### config.mk
export PLATFORM = sky130hd
export DESIGN_NAME = vic_top
export DESIGN_NICKNAME = d
export VERILOG_FILES = /design/src/logic/vic_pkg.sv /design/src/logic/vic_top.sv /design/src/logic/vic_stack.sv
export VERILOG_INCLUDE_DIRS = /design/src /design/src/logic
export SDC_FILE = /design/constraint.sdc
export NUM_CORES = 1
export LEC_CHECK = 0
export BUFFER_PORTS_ARGS = -buffer_cell sky130_fd_sc_hd__buf_4
export CAP_MARGIN = 20
export CELL_PAD_IN_SITES_DETAIL_PLACEMENT = 0
export CELL_PAD_IN_SITES_GLOBAL_PLACEMENT = 1
export CORE_UTILIZATION = 45
export CTS_CLUSTER_SIZE = 10
export DETAILED_ROUTE_END_ITERATION = 16
export PLACE_DENSITY_LB_ADDON = 0.1
export SLEW_MARGIN = 25
export SYNTH_ARGS = -nofsm -noshare
export SYNTH_HDL_FRONTEND = slang
export SYNTH_SLANG_ARGS = --single-unit
### constraint.sdc
create_clock -name clk -period 6.2 [get_ports clk]
set_input_delay 1.24 -clock clk [delete_from_list [all_inputs] [get_ports clk]]
set_output_delay 1.24 -clock clk [all_outputs]
set_load 0.01 [all_outputs]
### src/logic/vic_cfg.svh
`ifndef VIC_CFG_SVH
`define VIC_CFG_SVH

// ---------------------------------------------------------------
// Register offsets on the plain register port
// ---------------------------------------------------------------
`define VIC_OFS_EN_LOW 3'h0
`define VIC_OFS_EN_HIGH 3'h1
`define VIC_OFS_REQ_LOW 3'h2
`define VIC_OFS_REQ_HIGH 3'h3
`define VIC_OFS_STATUS 3'h4

// ---------------------------------------------------------------
// Field positions and reset values
// ---------------------------------------------------------------
`define VIC_STATUS_GIE_BIT 0
`define VIC_STATUS_SP_LSB 1
`define VIC_EN_RESET 4'h0
`define VIC_SP_RESET 3'h7

// ---------------------------------------------------------------
// Address map of program memory
// ---------------------------------------------------------------
`define VIC_PC_OFS_W 7
`define VIC_VEC_BASE 16'h0080
`define VIC_SPCALL_BASE 16'h0100

// ---------------------------------------------------------------
// Interrupt entry latency in machine cycles
// ---------------------------------------------------------------
`define VIC_LAT_SINGLE 2'h2
`define VIC_LAT_MULTI 2'h3

`endif

### src/logic/vic_pkg.sv
package vic_pkg;

    typedef enum logic [3:0] {
        VIC_OP_SEQ,
        VIC_OP_BRANCH,
        VIC_OP_CALL,
        VIC_OP_SPCALL,
        VIC_OP_TABLE,
        VIC_OP_RET,
        VIC_OP_RETI,
        VIC_OP_EI,
        VIC_OP_DI,
        VIC_OP_SKIPTEST,
        VIC_OP_READSP
    } vic_op_e;

endpackage

### src/logic/vic_top.sv
// How it works
// - Eight equal return-address entries allow eight levels of nesting.
// - PC is pushed on interrupt entry, call and table lookup.
// - A 3-bit level pointer tracks the entry; its value is readable.
// - Pointer is 7 after reset or wake; push increments first, wrapping.
// - Interrupt entry saves context in one save stage; calls do not.
// - The skip flag is kept in the save stage across the service.
// - PC steps by one, or loads a target on jump, call, return, lookup.
// - PC is page over a 7-bit offset; offset 127 steps to next page.
// - Interrupt loads the source vector in page 1 into the PC.
// - Special-page call reaches page 2 routines from any page.
// - Taken only with request flag, source enable and global enable.
// - Global enable set by enable, cleared by disable and by entry.
// - Source enable picks interrupt or skip test for that source.
// - Request flags set even when disabled and hold until cleared.
// - Flag clears when its interrupt is taken or its skip test skips.
// - Pending sources are served in fixed priority, lowest index first.
// - Vector offsets are 0,2,4,6,8,A,C for the first seven sources.
// - Serial completion is lowest priority, vector offset E.
// - Enable 1 allows interrupt, kills skip test; 0 the reverse.
// - Entry occurs 2 cycles after conditions, 3 in multi-cycle ones.
// - Enable takes effect only after one further instruction.
//
// Strobed register access and the register offsets were decided locally.
`include "vic_cfg.svh"

module vic_top #(
    parameter int PC_W = 13,
    parameter int DP_W = 10,
    parameter int NSRC = 8
) (
    input wire logic clk,
    input wire logic rst,
    input wire logic backup_wake,
    input wire logic instr_valid,
    input wire vic_pkg::vic_op_e instr_op,
    input wire logic [PC_W-1:0] instr_target,
    input wire logic instr_multi,
    input wire logic [2:0] instr_src,
    input wire logic [NSRC-1:0] src_event,
    input wire logic [DP_W-1:0] cpu_dp,
    input wire logic cpu_carry,
    input wire logic cpu_skip,
    input wire logic [3:0] cpu_acc,
    input wire logic [3:0] cpu_regb,
    input wire logic [2:0] reg_addr,
    input wire logic [7:0] reg_wdata,
    input wire logic reg_wr,
    input wire logic reg_rd,
    output logic [7:0] reg_rdata,
    output logic [PC_W-1:0] pc,
    output logic irq_take,
    output logic [2:0] irq_src,
    output logic skip_taken,
    output logic [3:0] sp_to_acc,
    output logic ctx_restore,
    output logic [DP_W-1:0] ctx_dp,
    output logic ctx_carry,
    output logic ctx_skip,
    output logic [3:0] ctx_acc,
    output logic [3:0] ctx_regb
);
    if (PC_W < 9 || PC_W > 16 || NSRC != 8) begin : g_chk
        $error("vic_top: PC must hold page 2 and fit 16 bits; exactly eight sources");
    end

    // ---------------------------------------------------------------
    // State
    // ---------------------------------------------------------------
    logic [PC_W-1:0] pc_r, pc_nxt;
    logic [NSRC-1:0] req_r, req_nxt;
    logic [NSRC-1:0] en_r, en_nxt;
    logic gie_r, gie_nxt;
    logic gie_arm_r, gie_arm_nxt;
    logic [1:0] lat_r, lat_nxt;
    logic [DP_W-1:0] sv_dp_r, sv_dp_nxt;
    logic sv_carry_r, sv_carry_nxt;
    logic sv_skip_r, sv_skip_nxt;
    logic [3:0] sv_acc_r, sv_acc_nxt;
    logic [3:0] sv_regb_r, sv_regb_nxt;
    logic [7:0] rdata_r, rdata_nxt;
    logic [3:0] spacc_r, spacc_nxt;
    logic skip_r, skip_nxt;

    logic [NSRC-1:0] live;
    logic cond_any;
    logic [2:0] win;
    logic take;
    logic exec;
    logic push, pop;
    logic [PC_W-1:0] stack_top;
    logic [2:0] sp_level;
    logic [PC_W-1:0] ret_addr;

    // Lowest index wins; index order equals priority order
    function automatic logic [2:0] prio_pick(input logic [NSRC-1:0] v);
        prio_pick = 3'h0;
        for (int i = NSRC - 1; i >= 0; i--) begin
            if (v[i]) begin
                prio_pick = 3'(i);
            end
        end
    endfunction

    // Vector address: page 1, two words per source
    function automatic logic [PC_W-1:0] vec_addr(input logic [2:0] s);
        logic [15:0] a;
        a = `VIC_VEC_BASE + {12'h000, s, 1'b0};
        vec_addr = a[PC_W-1:0];
    endfunction

    // ---------------------------------------------------------------
    // Interrupt decision
    // ---------------------------------------------------------------
    assign live = req_r & en_r;
    assign cond_any = gie_r && (live != '0);
    assign win = prio_pick(live);
    // Taken on the third (or fourth) cycle the conditions stand
    assign take = cond_any && (lat_r == 2'h1);
    // The sequencer's instruction in the entry cycle is not executed
    assign exec = instr_valid && !take;
    assign push = take || (exec && (instr_op == vic_pkg::VIC_OP_CALL ||
        instr_op == vic_pkg::VIC_OP_SPCALL || instr_op == vic_pkg::VIC_OP_TABLE));
    assign pop = exec && (instr_op == vic_pkg::VIC_OP_RET || instr_op == vic_pkg::VIC_OP_RETI);
    // Entry replays the dropped instruction; a call resumes at the one after it
    assign ret_addr = take ? pc_r : pc_r + {{(PC_W-1){1'b0}}, 1'b1};

    vic_stack #(
        .DEPTH(8),
        .DW(PC_W)
    ) u_stack (
        .clk(clk),
        .rst(rst),
        .level_init(backup_wake),
        .push(push),
        .pop(pop),
        .push_data(ret_addr),
        .top_data(stack_top),
        .level(sp_level)
    );

    // ---------------------------------------------------------------
    // Latency counter
    // ---------------------------------------------------------------
    always_comb begin
        lat_nxt = 2'h0;
        if (cond_any && !take) begin
            if (lat_r == 2'h0) begin
                lat_nxt = instr_multi ? `VIC_LAT_MULTI : `VIC_LAT_SINGLE;
            end else begin
                lat_nxt = lat_r - 2'h1;
            end
        end
    end

    // ---------------------------------------------------------------
    // Program counter
    // ---------------------------------------------------------------
    always_comb begin
        logic [15:0] sp_call;
        sp_call = `VIC_SPCALL_BASE + {9'h000, instr_target[`VIC_PC_OFS_W-1:0]};
        pc_nxt = pc_r;
        if (take) begin
            pc_nxt = vec_addr(win);
        end else if (exec) begin
            case (instr_op)
                vic_pkg::VIC_OP_BRANCH,
                vic_pkg::VIC_OP_CALL,
                vic_pkg::VIC_OP_TABLE: begin
                    pc_nxt = instr_target;
                end
                vic_pkg::VIC_OP_SPCALL: begin
                    pc_nxt = sp_call[PC_W-1:0];
                end
                vic_pkg::VIC_OP_RET,
                vic_pkg::VIC_OP_RETI: begin
                    pc_nxt = stack_top;
                end
                default: begin
                    // Plain carry out of the offset field steps the page
                    pc_nxt = pc_r + {{(PC_W-1){1'b0}}, 1'b1};
                end
            endcase
        end
    end

    // ---------------------------------------------------------------
    // Flags, enables and global enable
    // ---------------------------------------------------------------
    always_comb begin
        req_nxt = req_r;
        en_nxt = en_r;
        gie_nxt = gie_r;
        gie_arm_nxt = gie_arm_r;
        skip_nxt = 1'b0;
        spacc_nxt = spacc_r;
        if (take) begin
            req_nxt[win] = 1'b0;
            gie_nxt = 1'b0;
            gie_arm_nxt = 1'b0;
        end else if (exec) begin
            // Enable arms now and opens after the next instruction
            if (gie_arm_r) begin
                gie_nxt = 1'b1;
                gie_arm_nxt = 1'b0;
            end
            case (instr_op)
                vic_pkg::VIC_OP_EI: begin
                    gie_arm_nxt = 1'b1;
                end
                vic_pkg::VIC_OP_DI: begin
                    gie_nxt = 1'b0;
                    gie_arm_nxt = 1'b0;
                end
                vic_pkg::VIC_OP_SKIPTEST: begin
                    if (req_r[instr_src] && !en_r[instr_src]) begin
                        skip_nxt = 1'b1;
                        req_nxt[instr_src] = 1'b0;
                    end
                end
                vic_pkg::VIC_OP_READSP: begin
                    spacc_nxt = {1'b0, sp_level};
                end
                default: begin
                end
            endcase
        end
        if (reg_wr) begin
            if (reg_addr == `VIC_OFS_EN_LOW) begin
                en_nxt[3:0] = reg_wdata[3:0];
            end else if (reg_addr == `VIC_OFS_EN_HIGH) begin
                en_nxt[7:4] = reg_wdata[3:0];
            end
        end
        if (backup_wake) begin
            en_nxt = '0;
        end
        // Events win over any clear in the same cycle
        req_nxt = req_nxt | src_event;
    end

    // ---------------------------------------------------------------
    // Context save stage, used only by interrupt entry
    // ---------------------------------------------------------------
    always_comb begin
        sv_dp_nxt = sv_dp_r;
        sv_carry_nxt = sv_carry_r;
        sv_skip_nxt = sv_skip_r;
        sv_acc_nxt = sv_acc_r;
        sv_regb_nxt = sv_regb_r;
        if (take) begin
            sv_dp_nxt = cpu_dp;
            sv_carry_nxt = cpu_carry;
            sv_skip_nxt = cpu_skip;
            sv_acc_nxt = cpu_acc;
            sv_regb_nxt = cpu_regb;
        end
    end

    // ---------------------------------------------------------------
    // Register read port
    // ---------------------------------------------------------------
    always_comb begin
        rdata_nxt = 8'h00;
        if (reg_rd) begin
            if (reg_addr == `VIC_OFS_EN_LOW) begin
                rdata_nxt = {4'h0, en_r[3:0]};
            end else if (reg_addr == `VIC_OFS_EN_HIGH) begin
                rdata_nxt = {4'h0, en_r[7:4]};
            end else if (reg_addr == `VIC_OFS_REQ_LOW) begin
                rdata_nxt = {4'h0, req_r[3:0]};
            end else if (reg_addr == `VIC_OFS_REQ_HIGH) begin
                rdata_nxt = {4'h0, req_r[7:4]};
            end else if (reg_addr == `VIC_OFS_STATUS) begin
                rdata_nxt[`VIC_STATUS_GIE_BIT] = gie_r;
                rdata_nxt[`VIC_STATUS_SP_LSB +: 3] = sp_level;
            end
        end
    end

    // ---------------------------------------------------------------
    // Registers
    // ---------------------------------------------------------------
    always_ff @(posedge clk or posedge rst) begin
        if (rst) begin
            pc_r <= '0;
            req_r <= '0;
            en_r <= '0;
            gie_r <= 1'b0;
            gie_arm_r <= 1'b0;
            lat_r <= 2'h0;
            sv_dp_r <= '0;
            sv_carry_r <= 1'b0;
            sv_skip_r <= 1'b0;
            sv_acc_r <= 4'h0;
            sv_regb_r <= 4'h0;
            rdata_r <= 8'h00;
            spacc_r <= 4'h0;
            skip_r <= 1'b0;
        end else begin
            pc_r <= pc_nxt;
            req_r <= req_nxt;
            en_r <= en_nxt;
            gie_r <= gie_nxt;
            gie_arm_r <= gie_arm_nxt;
            lat_r <= lat_nxt;
            sv_dp_r <= sv_dp_nxt;
            sv_carry_r <= sv_carry_nxt;
            sv_skip_r <= sv_skip_nxt;
            sv_acc_r <= sv_acc_nxt;
            sv_regb_r <= sv_regb_nxt;
            rdata_r <= rdata_nxt;
            spacc_r <= spacc_nxt;
            skip_r <= skip_nxt;
        end
    end

    // ---------------------------------------------------------------
    // Outputs
    // ---------------------------------------------------------------
    assign pc = pc_r;
    assign irq_take = take;
    assign irq_src = win;
    assign skip_taken = skip_r;
    assign sp_to_acc = spacc_r;
    assign reg_rdata = rdata_r;
    assign ctx_restore = exec && (instr_op == vic_pkg::VIC_OP_RETI);
    assign ctx_dp = sv_dp_r;
    assign ctx_carry = sv_carry_r;
    assign ctx_skip = sv_skip_r;
    assign ctx_acc = sv_acc_r;
    assign ctx_regb = sv_regb_r;
endmodule // vic_top

### src/logic/vic_stack.sv
`include "vic_cfg.svh"

module vic_stack #(
    parameter int DEPTH = 8,
    parameter int DW = 13
) (
    input wire logic clk,
    input wire logic rst,
    input wire logic level_init,
    input wire logic push,
    input wire logic pop,
    input wire logic [DW-1:0] push_data,
    output logic [DW-1:0] top_data,
    output logic [2:0] level
);
    if (DEPTH != 8) begin : g_chk
        $error("vic_stack: a 3-bit level pointer serves exactly eight entries");
    end

    logic [DW-1:0] entry_r [DEPTH];
    logic [DW-1:0] entry_nxt [DEPTH];
    logic [2:0] level_r;
    logic [2:0] level_nxt;

    // ---------------------------------------------------------------
    // Pointer moves first, then the entry is written
    // ---------------------------------------------------------------
    always_comb begin
        level_nxt = level_r;
        for (int i = 0; i < DEPTH; i++) begin
            entry_nxt[i] = entry_r[i];
        end
        if (level_init) begin
            level_nxt = `VIC_SP_RESET;
        end else if (push) begin
            // Wraps 7 -> 0, so a ninth nesting overwrites entry 0
            level_nxt = level_r + 3'h1;
            entry_nxt[level_nxt] = push_data;
        end else if (pop) begin
            level_nxt = level_r - 3'h1;
        end
    end

    always_ff @(posedge clk or posedge rst) begin
        if (rst) begin
            level_r <= `VIC_SP_RESET;
            for (int i = 0; i < DEPTH; i++) begin
                entry_r[i] <= '0;
            end
        end else begin
            level_r <= level_nxt;
            for (int i = 0; i < DEPTH; i++) begin
                entry_r[i] <= entry_nxt[i];
            end
        end
    end

    assign top_data = entry_r[level_r];
    assign level = level_r;
endmodule // vic_stack

# Yosys cells after proc, flatten, opt, wreduce, memory -nomap -nowiden

Index checks and enable logic that the tools add are counted.
Widths: inputs -> output; s select.

Flip-flop bits (word level): 172
Bits of input ports: 66

Add/subtract/negate cells: 6
Magnitude comparators: 7
Eq/ne operators: 16
Muxes and demuxes: 58
Bitwise operators: 10
Reductions and logical operators: 33

Operators by type and width:

| cell                  | number |
|---|---|
| $bwmux 104            | 1 |
| $mux 13               | 6 |
| $mux 8                | 6 |
| $bmux 13 s3           | 1 |
| $demux 13 s3          | 1 |
| $pmux 13 s3           | 1 |
| $mux 4                | 9 |
| $mux 3                | 11 |
| $and 8x8->8           | 3 |
| $eq 4x3->1 const B    | 4 |
| $mux 1                | 16 |
| $not 8->8             | 2 |
| $add 13x1->13 const B | 1 |
| $eq 4x4->1 const B    | 3 |
| $logic_and 1x1->1     | 11 |
| $add 9x7->10 const A  | 1 |
| $add 8x4->9 const A   | 1 |
| $eq 4x2->1 const B    | 2 |
| $ge 4x4->1 const B    | 2 |
| $lt 3x4->1 const B    | 2 |
| $not 3->4             | 2 |
| $or 8x8->8            | 1 |
| $reduce_bool 2->1     | 4 |
| $reduce_bool 8->1     | 1 |
| 24 further kinds      | 38 |

# Logic depth before layout (Yosys ltp)

Gate-level depths: netlist (run 1).

Depth in word-level cells: 17
Mapped depth: 11

# Hierarchy

A second synthesis (run 1) with hierarchy kept.

Cells, all modules: 757
Area, all modules: 8948.6 µm²

By module, submodules not included:

| module    | instances | cells each | area each (µm²) | seq. area each (µm²) |
|---|---|---|---|---|
| vic_stack | 1         | 301        | 5012.3          | 2681.3 |
| vic_top   | 1         | 456        | 3936.3          | 1526.5 |

# Worst setup path before layout (run 1)

OpenSTA, ideal clock, no wires.

Path type: input to output
Start point: in instr_op[3]
End point: out ctx_restore
Data arrival time: 2.069 ns
Data required time: 4.960 ns
Path slack: 2.891 ns
Stages: 3
Buffers on the path: 1
Cells stage by stage: clkbuf_1 -> nand2b_1 -> nor4_1

Word-level cells in the longest chain between the ends: 2

Ends and longest elaborated chain:

| what              | line           | text |
|---|---|---|
| from (decl)       | vic_top.sv:36  | `input wire vic_pkg::vic_op_e instr_op,` |
| $eq 4x3->1        | vic_top.sv:327 | `assign ctx_restore = exec && (instr_op == vic_pkg::VIC_OP_RETI);` |
| $logic_and 1x1->1 | vic_top.sv:327 |  |
| to (decl)         | vic_top.sv:56  | `output logic ctx_restore,` |

No other way between the ends.

# Worst setup path in the final report (run 1)

Start point: reg en_r[6]
End point: out irq_take

Word-level cells in the longest chain between the ends: 4

Ends and longest elaborated chain:

| what                   | line           | text |
|---|---|---|
| from (decl)            | vic_top.sv:72  | `logic [NSRC-1:0] en_r, en_nxt;` |
| from (signal assigned) | vic_top.sv:303 | `en_r <= en_nxt;` |
| $and 8x8->8            | vic_top.sv:115 | `assign live = req_r & en_r;` |
| $reduce_bool 8->1      | vic_top.sv:116 | `assign cond_any = gie_r && (live != '0);` |
| $logic_and 1x1->1      | vic_top.sv:116 |  |
| $logic_and 1x1->1      | vic_top.sv:119 | `assign take = cond_any && (lat_r == 2'h1);` |
| to (decl)              | vic_top.sv:52  | `output logic irq_take,` |

No other way between the ends.

==> key figures, run 1 <==
Run status
  – Status: finished, final reports clean

Yosys
  – Synth area leaders: dfrtp_1 48%, mux4_2 8.3%, nand2_1 7.0%
  – Most numerous cell in the Yosys netlist: dfrtp_1
  – Synth top cells by count: 165 x dfrtp_1, 161 x nand2_1, 85 x nor2_1
  – Register area share after synthesis: 48.58%
  – Synthesized area per cell: roughly 10 µm²
  – Post-synth top area share: 47.67%
  – Flops & latches, synth: 168
  – Synth warn: 0
  – Asr flop ratio synth: between 90% and 100%
  – Largest area contributor in the netlist: dfrtp_1
  – Cell area after synthesis: 8662 µm²
  – Yosys cell types: 80
  – Syn Inst Count: about 860
  – EDFF count, synth: 0
  – Main synth FF type: dfrtp_1

Clock network
  – Clk sink count: 168
  – Hold-fix buffers at CTS: 0
  – Clk buf depth: 2
  – H-Tree Depth: 4
  – Setup bufs post-CTS: 0
  – Root buffer cell: clkbuf_16
  – CTS clk-pin slew, worst paths: about 70 ps
  – Post-CTS sizing: 0
  – CTS tree: done
  – Cts bufs inserted: 17
  – Worst-Skew Late Latency: around 430 ps

Die
  – Die area: approximately 20000 µm²
  – FP Rows: 50
  – Die H: roughly 140 µm
  – I/O pin cnt: around 120
  – Die Wd: 140.7 µm
  – Core area: between 15000 and 20000 µm²
  – Starting density of the core: between 40% and 50%

Routing
  – Vias post-DR: roughly 6700
  – Met3 WL: approximately 900 µm
  – DRC errors left: 0
  – Wl on met1: between 10000 and 15000 µm
  – Initial DRC count: 441
  – DRT Pass-1 Iters: 5
  – Top layer in use: met4
  – WL per Instance: 19.46 µm
  – Routed Antenna Nets: 0
  – WL met2: 11560 µm
  – DR vias/cell: 5.712
  – Post-Route WL: roughly 23000 µm

STA
  – Hold Violations, Final: 0
  – Minimum clock period: between 3000 and 4000 ps
  – RSZ-0062 raised after global routing: false
  – Fmax: 283.6 MHz
  – Final period util: a little under three fifths
  – Worst-margin pin slew: around 1000 ps
  – Hold slack: approximately 480 ps
  – Final setup TNS: 0 ps
  – Rel. slew slack: about a third
  – Clk_skew: around 8.5 ps
  – Final setup vio count: 0
  – Final Max Tran Viols: 0
  – Final worst slack: ~2700 ps

Worst setup path
  – Worst-path fanout max: between 50 and 60
  – Reg-to-reg setup timing slack: 3050 ps
  – WP data required: 4960 ps
  – Worst EP arrival: 2290 ps
  – Crit path launch type: register
  – Crit path kind: register to output pin
  – CP endpoint kind: output pin

Global routing
  – First-pass GRT wire length: between 30000 and 40000 µm
  – Vias in the first global route: 6610
  – GRT Overall Usage: 24.42%
  – GRT overflow: 0
  – Largest net degree at the start of global routing: 63
  – Number of antenna violations at the first check in global routing: 0

Pwr
  – Power Total: approximately 3.2 mW
  – Pleak: 4.502 nW
  – Pwr dens: about 320 nW/µm²
  – VDD IR-drop max: 0.1988 mV

Min path
  – HP Class: register to register

Placement
  – GP Congestion: ~0.87
  – Setup WS pre-CTS: 2638 ps
  – HPWL Detailed: 15480 µm
  – Post-DP Area: 9454 µm²
  – Placed Cells incl. Taps: approximately 1100
  – Port bufs: 107

Final layout
  – Fill cell count: between 1500 and 2000
  – Net count, final: 1000
  – Multi-input combinational cell area: about 4000 µm²
  – Layout cells sized above 1: a little under a quarter
  – Reg area: between 4000 and 5000 µm²
  – Finished Cell Area: between 10000 and 15000 µm²
  – Final Util: between 50% and 60%
  – Finished Layout Cells: about 1200
  – # diodes: 0
  – P&R area growth vs syn: 16.16%

Flow run
  – # Max-Cap Violations: 0
final cells by class:
class / instances / area share, %
Clock inverter: 13 / 1.554
Tap cell: 234 / 2.910
Timing Repair Buffer: 114 / 8.505
Sequential cell: 168 / 41.82
Multi-Input combinational cell: 612 / 40.16
Inverter: 16 / 0.6466
Clock buffer: 19 / 4.402
metal layers:
metal | up-vias | global-route usage [%]
li1 | 3167 | -
met2 | 180 | 41.76
met4 | 0 | 8.181
met1 | 3340 | 31.56
met5 | - | 0
met3 | 30 | 4.076
critical path, stage by stage (launching register included):
cell and delay (ps):
dfrtp_1 480, a22oi_1 200, a41o_1 290, inv_2 70, buf_4 560, buf_4 240
cells by family after synthesis:
group	synth area share (%)
xor gates and xnor gates	1.820
adders and majority gates	0.7222
AOI/OAI and AO/OA	15.17
buffers and inverters	5.214
and+or+nand+nor	16.54
DFF	48.58
muxes	11.92
other	0.04329
registers in the layout, indices dropped and copies added, names as in the netlist:
signal	count
ctx_dp	10
u_stack.entry_r	104
lat_r	2
gie_arm_r	1
u_stack.level	3
reg_rdata	4
ctx_acc	4
ctx_regb	4
pc	13
ctx_carry	1
skip_taken	1
en_r	8
sp_to_acc	3
gie_r	1
req_r	8
ctx_skip	1
report_power, final:
group / switching [mW] / internal (mW)
logic: 0.355 / 0.312
clock network: 0.474 / 0.617
registers: 0.145 / 1.30
total: 0.974 / 2.23
final timing paths:
path / start / endpoint / cells past startpoint
min: ctx_regb[0]$_DFFE_PP0P_ / ctx_regb[0]$_DFFE_PP0P_ / 2
min in group asynchronous: rst / u_stack.entry_r[100]$_DFFE_PP0P_ / 2
min reg2reg: ctx_regb[0]$_DFFE_PP0P_ / ctx_regb[0]$_DFFE_PP0P_ / 2
max reg2reg: u_stack.level[1]$_DFFE_PP1P_ / u_stack.entry_r[13]$_DFFE_PP0P_ / 4
max in group asynchronous: rst / ctx_skip$_DFFE_PP0P_ / 3
max: en_r[6]$_DFFE_PP0P_ / irq_take / 5
placed cells by master (no fill, tap or decap), types with 9 or more instances in the layout:
cell	count
xor2_1	10
nand3_1	13
mux2_2	11
nor3_1	9
mux2i_1	16
o21ai_1	20
a21oi_1	69
inv_1	13
clkbuf_16	17
nand2_1	161
nand2b_1	9
dfrtp_1	165
o21ai_0	43
mux4_2	32
nor2_1	85
buf_4	114
(Power assumes the default switching activity.)
==> run 2: changes to the inputs <==
CORE_UTILIZATION = 41   (was 45)
clock period = 2.9 ns   (was 6.2 ns; I/O delays follow)
==> run 2 against run 1 <==
Effect of this change: worst hold slack lost 140 ps; final area grew 2.4%; die area grew 9.6%; power grew 110%; final cell count grew 4.8%; clock-buffer cell count shrank 2; sequential share of layout area shrank 0.99 points; clock skew grew 0.61 ps; routed wire length is essentially flat; core utilization shrank 3.3 points; critical path type unchanged; largest power group unchanged.
==> key figures, run 2 (same netlist as run 1, synthesis figures left out) <==
Clock network
  – Clk sink count: 168 (unchanged)
  – CTS clk-pin slew, worst paths: 60 ps (about the same)
  – Root buffer cell: clkbuf_16
  – Hold-fix buffers at CTS: 0 (unchanged)
  – Setup bufs post-CTS: 0 (unchanged)
  – H-Tree Depth: 4 (unchanged)
  – Worst-Skew Late Latency: 430 ps (about the same)
  – Cts bufs inserted: 17 (unchanged)
  – Clk buf depth: 2 (unchanged)
  – CTS tree: done

Routing
  – Initial DRC count: 376 (-15%)
  – DR vias/cell: 5.416 (-5.2%)
  – Post-Route WL: 22900 µm (about the same)
  – DRT Pass-1 Iters: 4 (-1)
  – WL per Instance: 18.59 µm (-4.5%)
  – DRC errors left: 0 (unchanged)
  – Routed Antenna Nets: 0 (unchanged)
  – Vias post-DR: 6672 (-0.67%)

Final layout
  – Layout cells sized above 1: 24.84% (+1.8 points)
  – P&R area growth vs syn: 18.98%
  – Fill cell count: 1898 (+13%)
  – Most frequent cells in the layout: 165 x dfrtp_1, 161 x nand2_1, 133 x buf_4
  – Max reg flops: 104 (unchanged)
  – Final Util: 50.29% (-3.3 points)
  – Net count, final: 1021 (+2.1%)
  – Commonest non-fill, non-tap cell in the layout: dfrtp_1
  – Multi-input combinational cell area: 4066 µm² (+0.62%)
  – Top reg by flops: u_stack.entry_r
  – Reg area: 4208 µm² (unchanged)
  – # diodes: 0 (unchanged)
  – Finished Layout Cells: 1232 (+4.8%)

Worst setup path
  – Worst-path fanout max: 13 (-76%)
  – CP endpoint kind: output pin
  – Worst EP arrival: 2090 ps (-200 ps)
  – Buf+Inv Stages, Crit Path: 2 (-1)
  – Slowest-stage cell, CP: dfrtp_1
  – Crit path launch type: register
  – Crit path kind: register to output pin
  – Crit path cell chain: a22oi_2 > a41o_1 > inv_4 > nor4_2 > buf_4
  – Worst path max stage delay: 470 ps (-90 ps)
  – Critical path's top delay family: compound AO/OA/AOI/OAI gates
  – WP data required: 2320 ps (-2640 ps)

Placement
  – Placed Cells incl. Taps: 1201 (+5.0%)
  – GP Congestion: 0.8352 (-3.9%)
  – Port bufs: 107 (unchanged)
  – HPWL Detailed: 15970 µm (+3.1%)

Die
  – Die area: 21710 µm² (+9.6%)
  – Die H: 147.4 µm (+4.7%)
  – Starting density of the core: 42.26% (-3.9 points)
  – Core area: 20490 µm² (+9.2%)
  – FP Rows: 52 (+4.0%)
  – I/O pin cnt: 117 (unchanged)
  – Die Wd: 147.4 µm (+4.7%)

Global routing
  – GRT overflow: 0 (unchanged)
  – Largest net degree at the start of global routing: 169 (+170%)
  – First-pass GRT wire length: 36860 µm (+0.24%)
  – GRT Overall Usage: 22.04% (-2.4 points)
  – Vias in the first global route: 6703 (+1.4%)
  – Number of antenna violations at the first check in global routing: 0 (unchanged)

Pwr
  – Pwr dens: 667.7 nW/µm² (+110%)
  – Pleak: 4.635 nW (+2.9%)
  – Power Total: 6.881 mW (+110%)
  – VDD IR-drop max: 0.3679 mV (+85%)

STA
  – Final setup vio count: 0 (unchanged)
  – Clk_skew: 9.155 ps (+0.6134 ps)
  – Rel. slew slack: 37.44% (+6.0 points)
  – RSZ-0062 raised after global routing: false
  – Fmax: roughly 380 MHz
  – Final setup TNS: 0 ps (unchanged)
  – Hold Violations, Final: 0 (unchanged)
  – Final period util: between 90% and 100%
  – Final Max Tran Viols: 0 (unchanged)
  – Minimum clock period: roughly 2700 ps
  – Worst-margin pin slew: 938.4 ps (-89.75 ps)

Min path
  – HP Class: input port to register

Run status
  – Status: finished, final reports clean

Flow run
  – # Max-Cap Violations: 0 (unchanged)
## run 2: changes by cell type in the layout (fill, tap and decap cells not counted), sizes merged
cell / previous run / this run
clkinvlp: 1 / 2
buf: 114 / 135
clkbuf: 19 / 17
## run 2: cell type report
class / count / area share [%]
sequential: 168 / 40.83
multi-input combinational: 612 / 39.46
timing repair buffer: 135 / 10.08
clock buffer: 17 / 4.128
tap: 270 / 3.278
clock inverter: 14 / 1.590
inverter: 16 / 0.6434
## run 2: path summary, 6_finish.rpt
path                                                 start                         endpoint  slack, ps  cells after the start
setup / recovery                        req_r[0]$_DFF_PP0_                      ctx_restore        230                      5
hold / removal                                src_event[3]               req_r[3]$_DFF_PP0_        340                      2
setup reg to reg                       en_r[4]$_DFFE_PP0P_  u_stack.entry_r[69]$_DFFE_PP0P_        290                      7
hold reg to reg            u_stack.entry_r[91]$_DFFE_PP0P_  u_stack.entry_r[91]$_DFFE_PP0P_        480                      2
max in group asynchronous                              rst                pc[4]$_DFFE_PP0P_       1790                      3
min in group asynchronous                              rst  u_stack.entry_r[73]$_DFFE_PP0P_        390                      3
## run 2: timing repair
item / 4_1_cts / 5_1_grt
gates resized for setup: 0 / 6
endpoints found under the hold margin: 0 / 0
endpoints found under the setup margin: 0 / 9
## run 2: worst reg2reg max path: stages, from the launching register on
cell and delay [ps]:
dfrtp_1 470, a22oi_2 160, a41o_1 310, inv_4 200
buf_4 340, nor2_1 120, xnor2_1 710, a21oi_1 170
## run 2: through the flow
step	setup slack, ps	hold slack [ps]	cell area [µm²]
3_3_place_gp	289.5	456.9	9666
2_1_floorplan	181.7	445.2	8681
4_1_cts	60.03	322.8	10280
6_report	233.7	335.1	10310
5_1_grt	65.45	315.6	10310
3_5_place_dp	115.2	469.3	9688
## run 2: metal layers
metal	up-vias	wire, µm	part of all wire (%)	track usage, %
met5	-	0	0	0
met3	21	1006	4.4	4.255
met4	0	221	0.97	5.515
met1	3323	10000	44	29.20
li1	3191	-	-	-
met2	137	11670	51	37.08
## run 2: where the power goes
part | internal, mW | switching (mW) | total, mW
clock | 1.29 | 1.03 | 2.33
sequential | 2.78 | 0.304 | 3.08
combinational | 0.698 | 0.776 | 1.47
==> run 3: changes to the inputs <==
RECOVER_POWER = 50   (was not set)
SETUP_SLACK_MARGIN = 0.05   (was not set)
==> run 3 against run 2 <==
Effect of this change: worst setup slack lost 4.5 ps; worst hold slack gained 1.7 ps; die area is the same; final area shrank 0.52%; sequential cell count is the same; first-iteration DRC count shrank 2.1%; combinational power is essentially flat; non-clock buffer count is the same; final cell count is the same; critical path depth is the same; global-route usage is the same; routed wire length grew 0.23%; critical path type unchanged; critical endpoint unchanged; largest cell class unchanged.
==> key figures, run 3 (same netlist as run 1, synthesis figures left out) <==
Pwr
  – Comb pwr share: 21.3% (about the same)
  – Clock group share of total power: 33.9% (about the same)
  – Psw: 2.117 mW (+0.20%)
  – Pwr dens: 670.1 nW/µm² (+0.36%)
  – Internal: 4.753 mW (-0.33%)
  – Pleak: 4.586 nW (-1.1%)
  – Share of power burned in registers: 44.9% (about the same)
  – Power Total: 6.870 mW (-0.17%)
  – Switch share: 30.81% (+0.11 points)
  – VDD IR-drop max: 0.3653 mV (-0.71%)

Global routing
  – GRT overflow: 0 (unchanged)
  – First-pass GRT wire length: 36860 µm (unchanged)
  – Largest net degree at the start of global routing: 169 (unchanged)
  – GRT Overall Usage: 22.04% (unchanged)
  – Number of antenna violations at the first check in global routing: 0 (unchanged)
  – Vias in the first global route: 6703 (unchanged)

Routing
  – DRC errors left: 0 (unchanged)
  – Initial DRC count: 368 (-2.1%)
  – Vias post-DR: 6704 (+0.48%)
  – Routed Antenna Nets: 0 (unchanged)
  – WL per Instance: 18.63 µm (+0.23%)
  – DRT Pass-1 Iters: 4 (unchanged)
  – DR vias/cell: 5.442 (+0.48%)
  – Post-Route WL: 22950 µm (+0.23%)

Die
  – Die area: 21710 µm² (unchanged)
  – I/O pin cnt: 117 (unchanged)
  – Starting density of the core: 42.26% (unchanged)
  – Core area: 20490 µm² (unchanged)
  – Die H: 147.4 µm (unchanged)
  – Die Wd: 147.4 µm (unchanged)
  – FP Rows: 52 (unchanged)

Worst setup path
  – Crit path launch type: register
  – CP endpoint kind: output pin
  – Worst EP arrival: 2090 ps (about the same)
  – Crit path kind: register to output pin
  – Worst-path fanout max: 13 (unchanged)
  – WP data required: 2320 ps (about the same)
  – Buf+Inv Stages, Crit Path: 2 (unchanged)
  – Crit path cell chain: a22oi_2 > a41o_1 > inv_4 > nor4_2 > buf_4
  – Critical path's top delay family: compound AO/OA/AOI/OAI gates
  – Slowest-stage cell, CP: dfrtp_1
  – Worst path max stage delay: 470 ps (about the same)

Placement
  – Port bufs: 107 (unchanged)
  – HPWL Detailed: 15970 µm (unchanged)
  – GP Congestion: 0.8352 (unchanged)
  – Setup WS pre-CTS: 115.2 ps (unchanged)
  – Post-DP Area: 9688 µm² (unchanged)

STA
  – Hold Violations, Final: 0 (unchanged)
  – Final setup vio count: 0 (unchanged)
  – Final worst slack: 229.2 ps (-4.488 ps)
  – Fmax: 374.4 MHz (-0.17%)
  – Final setup TNS: 0 ps (unchanged)
  – Worst-margin pin slew: 1182 ps (+243.7 ps)
  – Minimum clock period: 2671 ps (+4.488 ps)
  – Rel. slew slack: 20.08% (-17 points)
  – Final Max Tran Viols: 0 (unchanged)
  – Clk_skew: 11.02 ps (+1.861 ps)
  – RSZ-0062 raised after global routing: false
  – Final period util: 92.10% (+0.15 points)

Final layout
  – Finished Cell Area: 10250 µm² (-0.52%)
  – Final Util: 50.02% (-0.26 points)
  – Commonest non-fill, non-tap cell in the layout: dfrtp_1
  – Layout cells sized above 1: 23.39% (-1.5 points)
  – Max reg flops: 104 (unchanged)
  – Most frequent cells in the layout: 165 x dfrtp_1, 161 x nand2_1, 120 x buf_4
  – P&R area growth vs syn: 18.36%
  – Net count, final: 1021 (unchanged)
  – # diodes: 0 (unchanged)
  – Top reg by flops: u_stack.entry_r

Clock network
  – Root buffer cell: clkbuf_16
  – CTS clk-pin slew, worst paths: 60 ps (about the same)
  – Clk buf depth: 2 (unchanged)
  – Cts bufs inserted: 17 (unchanged)
  – Clk sink count: 168 (unchanged)
  – CTS tree: done
  – Worst-Skew Late Latency: 440 ps (about the same)
  – Setup bufs post-CTS: 0 (unchanged)
  – H-Tree Depth: 4 (unchanged)

Run status
  – Status: finished, final reports clean

Min path
  – HP Class: input port to register

Flow run
  – # Max-Cap Violations: 0 (unchanged)
-- run 3: changes by cell type in the layout (fill, tap and decap cells not counted) --
| cell | change |
|---|---|
| and2_1 | -1 |
| clkbuf_4 | +1 |
| nor4b_1 | +1 |
| nor4b_2 | -1 |
| dfstp_1 | +1 |
| and2_0 | +1 |
| clkinvlp_4 | -1 |
| clkbuf_1 | +12 |
| clkinvlp_2 | +1 |
| dfstp_2 | -1 |
| buf_4 | -13 |
-- run 3: final cells by class --
type | count | area [µm²]
tap | 270 | 337.8
multi-input combinational | 612 | 4060
inverter | 16 | 63.81
fill | 1907 | 10240
timing repair buffer | 135 | 993.5
clock inverter | 14 | 163.9
clock buffer | 17 | 425.4
sequential | 168 | 4208
-- run 3: metal layers --
layer	wire [µm]	up-vias	GRT usage [%]
met1	10230	3357	29.20
li1	-	3190	-
met4	261	0	5.515
met2	11510	131	37.08
met3	953	26	4.255
met5	0	-	0
-- run 3: power groups by stage --
stage / Clock (mW) / Combinational, mW / Sequential [mW]
6_report: 2.33 / 1.46 / 3.08
5_1_grt: 2.49 / 1.62 / 3.14
4_1_cts: 2.37 / 1.49 / 3.08
3_5_place_dp: 0 / 1.48 / 3.13
3_3_place_gp: 0 / 1.44 / 3.09
2_1_floorplan: 0 / 0.880 / 3.09
-- run 3: through the flow --
stage	hold slack, ps	instances
CTS	322.8	1232
global placement	456.9	1201
floorplan	445.2	863
finish	336.8	1232
detailed placement	469.3	1201
global route	315.6	1232
-- run 3: worst paths after layout --
path	start	to	slack, ps	cells after the start
setup / recovery	req_r[0]$_DFF_PP0_	ctx_restore	230	5
hold / removal	src_event[3]	req_r[3]$_DFF_PP0_	340	2
setup reg to reg	u_stack.level[1]$_DFFE_PP1P_	u_stack.entry_r[26]$_DFFE_PP0P_	280	6
hold reg to reg	u_stack.entry_r[86]$_DFFE_PP0P_	u_stack.entry_r[86]$_DFFE_PP0P_	480	2
max in group asynchronous	rst	u_stack.entry_r[68]$_DFFE_PP0P_	1710	3
min in group asynchronous	rst	u_stack.entry_r[10]$_DFFE_PP0P_	380	3
-- run 3: timing repair --
action                                 CTS  global route
hold buffers                             0             0
resized for setup                        0             6
setup endpoints to repair                0            25
endpoints found under the hold margin    0             0
